===== src/txlen_pkg.sv =====
// package: constants for the transmit length low register block
`default_nettype none
package txlen_pkg;
  // ==========================================================
  // register map
  localparam logic [4:0] TXLEN_HI_ADDR = 5'h1D;
  localparam logic [4:0] TXLEN_LO_ADDR = 5'h1E;
  localparam logic [7:0] TXLEN_LO_RESET = 8'h00;
  localparam logic [7:0] TXLEN_HI_RESET = 8'h00;
  // ==========================================================
  // field positions in the low byte
  localparam int COUNT_LO_MSB = 7;
  localparam int COUNT_LO_LSB = 4;
  localparam int PARTIAL_MSB = 3;
  localparam int PARTIAL_LSB = 1;
  localparam int PARTIAL_FLAG = 0;
  // ==========================================================
  // widths
  localparam int COUNT_W = 12;
  localparam int PBITS_W = 3;
endpackage : txlen_pkg
`default_nettype wire


===== src/txlen_field.sv =====
// module: decodes the low length byte into count nibble and partial-byte fields
`timescale 1ns/1ns
`default_nettype none
module txlen_field (
  // raw register
  input wire logic [7:0] reg_val_i,
  // decoded fields
  output logic [3:0] count_lo_o,
  output logic [2:0] partial_bits_o,
  output logic partial_flag_o
);
  // ==========================================================
  // field extraction
  assign count_lo_o = reg_val_i[txlen_pkg::COUNT_LO_MSB:txlen_pkg::COUNT_LO_LSB];
  assign partial_bits_o = reg_val_i[txlen_pkg::PARTIAL_MSB:txlen_pkg::PARTIAL_LSB];
  assign partial_flag_o = reg_val_i[txlen_pkg::PARTIAL_FLAG];
endmodule : txlen_field
`default_nettype wire


===== src/txlen_lo_reg.sv =====
// module: transmit length low register with its companion high byte and length outputs
// How it works
// - zero at reset or chip disabled
// - clear at end of transmit frame
// - bits 7..4 are count bits 3..0
// - bits 3..1 are partial bit count
// - partial count used only when flagged
// - bit 0 marks short last byte
// - companion byte gives count bits 11..4
`timescale 1ns/1ns
`default_nettype none
module txlen_lo_reg (
  // clock and reset
  input wire logic clk_sys_i,
  input wire logic sys_rst_i,
  // chip enable and frame end
  input wire logic chip_en_i,
  input wire logic tx_eof_i,
  // register port
  input wire logic [4:0] reg_addr_i,
  input wire logic reg_wr_i,
  input wire logic [7:0] reg_wdata_i,
  output logic [7:0] reg_rdata_o,
  // length seen by the transmitter
  output logic [11:0] tx_byte_count_o,
  output logic [2:0] tx_last_bits_o,
  output logic tx_partial_o
);
  // ==========================================================
  // state
  typedef struct packed {
    logic [7:0] lo;
    logic [7:0] hi;
    logic [7:0] rdata;
  } txlen_state_t;

  txlen_state_t st;
  txlen_state_t next_st;
  logic [3:0] count_lo;
  logic [2:0] partial_bits;
  logic partial_flag;

  txlen_field u_field (
    .reg_val_i(st.lo),
    .count_lo_o(count_lo),
    .partial_bits_o(partial_bits),
    .partial_flag_o(partial_flag)
  );

  // ==========================================================
  // address decode
  // one map for both write strobes, so the two bytes never disagree on it
  function automatic logic addr_is(input logic [4:0] addr, input logic [4:0] target);
    addr_is = (addr == target);
  endfunction : addr_is

  // ==========================================================
  // write strobes
  logic wr_lo;
  logic wr_hi;

  assign wr_lo = reg_wr_i && addr_is(reg_addr_i, txlen_pkg::TXLEN_LO_ADDR);
  assign wr_hi = reg_wr_i && addr_is(reg_addr_i, txlen_pkg::TXLEN_HI_ADDR);

  // ==========================================================
  // next state
  always_comb begin
    next_st = st;
    if (wr_lo) begin
      next_st.lo = reg_wdata_i;
    end
    if (wr_hi) begin
      next_st.hi = reg_wdata_i;
    end
    // frame end wins over a write in the same cycle so no stale length survives
    if (tx_eof_i) begin
      next_st.lo = txlen_pkg::TXLEN_LO_RESET;
      next_st.hi = txlen_pkg::TXLEN_HI_RESET;
    end
    if (!chip_en_i) begin
      next_st.lo = txlen_pkg::TXLEN_LO_RESET;
      next_st.hi = txlen_pkg::TXLEN_HI_RESET;
    end
    unique case (reg_addr_i)
      txlen_pkg::TXLEN_LO_ADDR: next_st.rdata = st.lo;
      txlen_pkg::TXLEN_HI_ADDR: next_st.rdata = st.hi;
      default: next_st.rdata = 8'h00;
    endcase
  end

  // ==========================================================
  // registers
  always_ff @(posedge clk_sys_i) begin
    if (sys_rst_i) begin
      st <= '{lo: txlen_pkg::TXLEN_LO_RESET, hi: txlen_pkg::TXLEN_HI_RESET, rdata: 8'h00};
    end else begin
      st <= next_st;
    end
  end

  // ==========================================================
  // outputs
  assign reg_rdata_o = st.rdata;
  assign tx_byte_count_o = {st.hi, count_lo};
  assign tx_partial_o = partial_flag;
  assign tx_last_bits_o = partial_flag ? partial_bits : 3'h0;
endmodule : txlen_lo_reg
`default_nettype wire


===== config.mk =====
export PLATFORM = sky130hd
export DESIGN_NAME = txlen_lo_reg
export DESIGN_NICKNAME = d
export VERILOG_FILES = /design/src/txlen_pkg.sv /design/src/txlen_field.sv /design/src/txlen_lo_reg.sv
export SDC_FILE = /design/constraint.sdc
export NUM_CORES = 1
export LEC_CHECK = 0
export BUFFER_PORTS_ARGS = -buffer_cell sky130_fd_sc_hd__buf_2
export CAP_MARGIN = 0
export CORE_UTILIZATION = 34
export DETAILED_ROUTE_END_ITERATION = 10
export GPL_ROUTABILITY_DRIVEN = 0
export PLACE_DENSITY = 0.65
export SLEW_MARGIN = 30
export SYNTH_ARGS = -nofsm -noshare
export SYNTH_HDL_FRONTEND = slang
export SYNTH_HIERARCHICAL = 1
export SYNTH_SLANG_ARGS = --single-unit

===== constraint.sdc =====
create_clock -name clk_sys_i -period 1.4 [get_ports clk_sys_i]
set_clock_uncertainty 0.1 [all_clocks]
set_input_delay 0.21 -clock clk_sys_i [delete_from_list [all_inputs] [get_ports clk_sys_i]]
set_output_delay 0.21 -clock clk_sys_i [all_outputs]
set_load 0.01 [all_outputs]

==> impl_results.md <==
* Metal3 WL at 165 um
* Routed vias/inst at 4.674
* Cells after Synth at 128
* Post-Syn Area at 0.001212 mm2
* Initial Util at 36.05%
* Main combinational cell family by area after synthesis: simple AND/OR/NAND/NOR gates
* Met1 Routed Length at 1056 um
* Avg WL per Cell at 12.37 um
* Total GRT Usage at 13.11%
* Outcome: complete, no violations
* IO buf count at 41
* P_leak at 0.6053 nW
* Pwr Density at 797.6 mW/mm2
* Clk Latency, worst-skew pair at 300 ps
* Overall power at 0.001055 W
* Antenna violations before repair at 0
* Max_cap viols at 0
* Largest net degree at the start of global routing at 25
* Hold path cells at 3
* Io pins at 42
* Fmax at 790.5 MHz
* Distinct cells, synth at 15
* # DRC at 0
* Post-synthesis xor/xnor area fraction at 0%
* Final wirelength at 2387 um
* Highest Signal Layer: met4
* Layout area overhead at 9.082%
* Sequential area share after synthesis at 39.63%
* Vias post-DR at 902
* Die area at 0.003809 mm2
* CTS tree: done
* Core area at 0.003363 mm2
* Met2 WL at 1147 um
* Final core occ at 39.32%
* Die width at 61.72 um
* Cts hold-fix bufs at 0
* Worst-path cell chain: and2_1, buf_2
* Post-route insts no fill at 193
* Clk root buf: clkbuf_4
* Critical Path End Type: primary output
* Die Y at 61.72 um
* Hold Vio Cnt, Final at 0
* RSZ-0062 raised after global routing: false
* CP arrival at 950 ps
* Syn nets at 146
* Placed cell areas at 0.001299 mm2
* FF-to-FF path depth at 2
* Cell Rows at 21
* Detailed Place HPWL at 1838 um
* Antenna Nets Post-Route at 0
* H-Tree Level Count at 1
* First-pass GRT wire length at 3539 um
* Design area at 0.001323 mm2
* Number of buffers created by CTS at 3
* Critical path launch point type: flop
* Average size of a mapped cell at 9.472 um2
* Peak supply drop at 281.7 uV
* Final TNS setup at 0 ps
* Cells after DPL at 190
* Post-synthesis mux area share at 13.21%
* DRT Pass-1 Iters at 4
* Worst-path clk slew at 120 ps
* Antenna cells at 0
* Starting DRT DRC Count at 18
* Deepest clock path buffer count at 2
* Number of global-route vias before repair at 778
* Critical path's slowest cell: dfxtp_1
* Worst Tran Pin Value at 326.4 ps
* Yosys warns at 6
* Post-synthesis adder-cell area fraction at 0%
* Worst slew margin at 78.20%
* Post-synthesis simple-gate area fraction at 22.91%
* Tcrit/Tclk final at 90.35%
* FF+latch area at 481.7 um2
* Layout Nets at 167
* Final slew viol count at 0
* Final Critical Period at 1265 ps
* Crit path max fanout at 3
* Compound-gate portion of the synthesized area at 3.302%
* Critical path class: reg2out
* Number of synthesized register bits at 24
* Multi-input logic area at 478.0 um2
* Fill count at 370
* Class of the worst hold path: in2reg
* R2r setup slk at 570 ps
* Clock sinks at 24
* Final setup vio count at 0
* CP peak stage delay at 400 ps
* Global-route congestion overflow total at 0
* Layout cells sized above 1 at 36.73%
* Critical path required time at 1090 ps
==> per-stage QoR <==
stage / hold slack [ps] / worst slack (ps)
global route: 48.47 / 67.48
detailed placement: 369.5 / 92.13
global placement: 363.2 / 100.7
CTS: 54.70 / 48.74
finish: 66.64 / 135.0
floorplan: 271.5 / 239.3
==> layer usage <==
| metal | track usage [%] | vias up |
|---|---|---|
| li1 | - | 448 |
| met1 | 18.40 | 421 |
| met2 | 19.51 | 31 |
| met3 | 2.070 | 2 |
| met4 | 6.667 | 0 |
| met5 | 0 | - |
==> synthesized netlist by cell type <==
cell | n | share of area, %
buf_6 | 5 | 4.6
nand3_4 | 1 | 1.4
nand2_1 | 24 | 7.4
dfxtp_1 | 24 | 40
nand3_1 | 8 | 3.3
and2_1 | 3 | 1.5
buf_4 | 25 | 15
and4b_1 | 1 | 0.83
nor3b_4 | 1 | 1.5
buf_2 | 2 | 0.83
nand4b_1 | 8 | 5.8
and3_1 | 1 | 0.52
mux2i_1 | 16 | 13
nor2b_1 | 1 | 0.52
a21oi_1 | 8 | 3.3
==> cells in the final DEF, fill, tap and decap left out, types with 2 or more instances in the layout <==
master and n:
buf_12 2, clkbuf_4 3, buf_2 41, a21oi_1 8
and2_1 3, nand2_1 24, nand3_1 8, nand4b_1 8
buf_4 5, dfxtp_1 23, mux2i_1 16
==> path summary, 6_finish.rpt <==
path	start	end
hold / removal	reg_wdata_i[4]	st[20]
hold reg to reg	tx_byte_count_o[11]	tx_byte_count_o[11]
setup reg to reg	tx_byte_count_o[9]	reg_rdata_o[5]
setup / recovery	st[17]	tx_last_bits_o[0]
==> critical path, delay by kind of cell (launching register included) <==
kind                   cells  cell delay [ps]
buffers and inverters      1              120
AND/OR/NAND/NOR            1              130
flip-flops                 1              400
==> kinds of logic (layout without fill, tap and decap cells) <==
group	after synthesis	count (layout)
AO/OA/AOI/OAI	8	8
buffers and inverters	32	51
multiplexers	16	16
flip-flops	24	24
AND/OR/NAND/NOR	48	48
==> registers in the layout, summed over array words and instances, names as in the netlist <==
signal and count:
reg_rdata_o 8, st 8, tx_byte_count_o 8
==> layout make-up <==
class	count	area share [%]
Multi-Input combinational cell	72	36.14
Tap cell	46	4.352
Timing Repair Buffer	48	21.38
Sequential cell	24	36.42
Clock buffer	3	1.703
==> where the power goes <==
group | switching [W] | leakage [nW] | internal, W | total, W
logic | 0.0000448 | 0.398 | 0.0000406 | 0.0000854
clock network | 0.000185 | 0.0138 | 0.000100 | 0.000286
registers | 0.000000508 | 0.194 | 0.000683 | 0.000684
total | 0.000231 | 0.605 | 0.000824 | 0.00105
==> timing repair <==
action | 4_1_cts | 5_1_grt
resized for setup | 0 | 1
setup buffers | 0 | 0
endpoints found under the setup margin | 0 | 1
(Power assumes the default switching activity.)
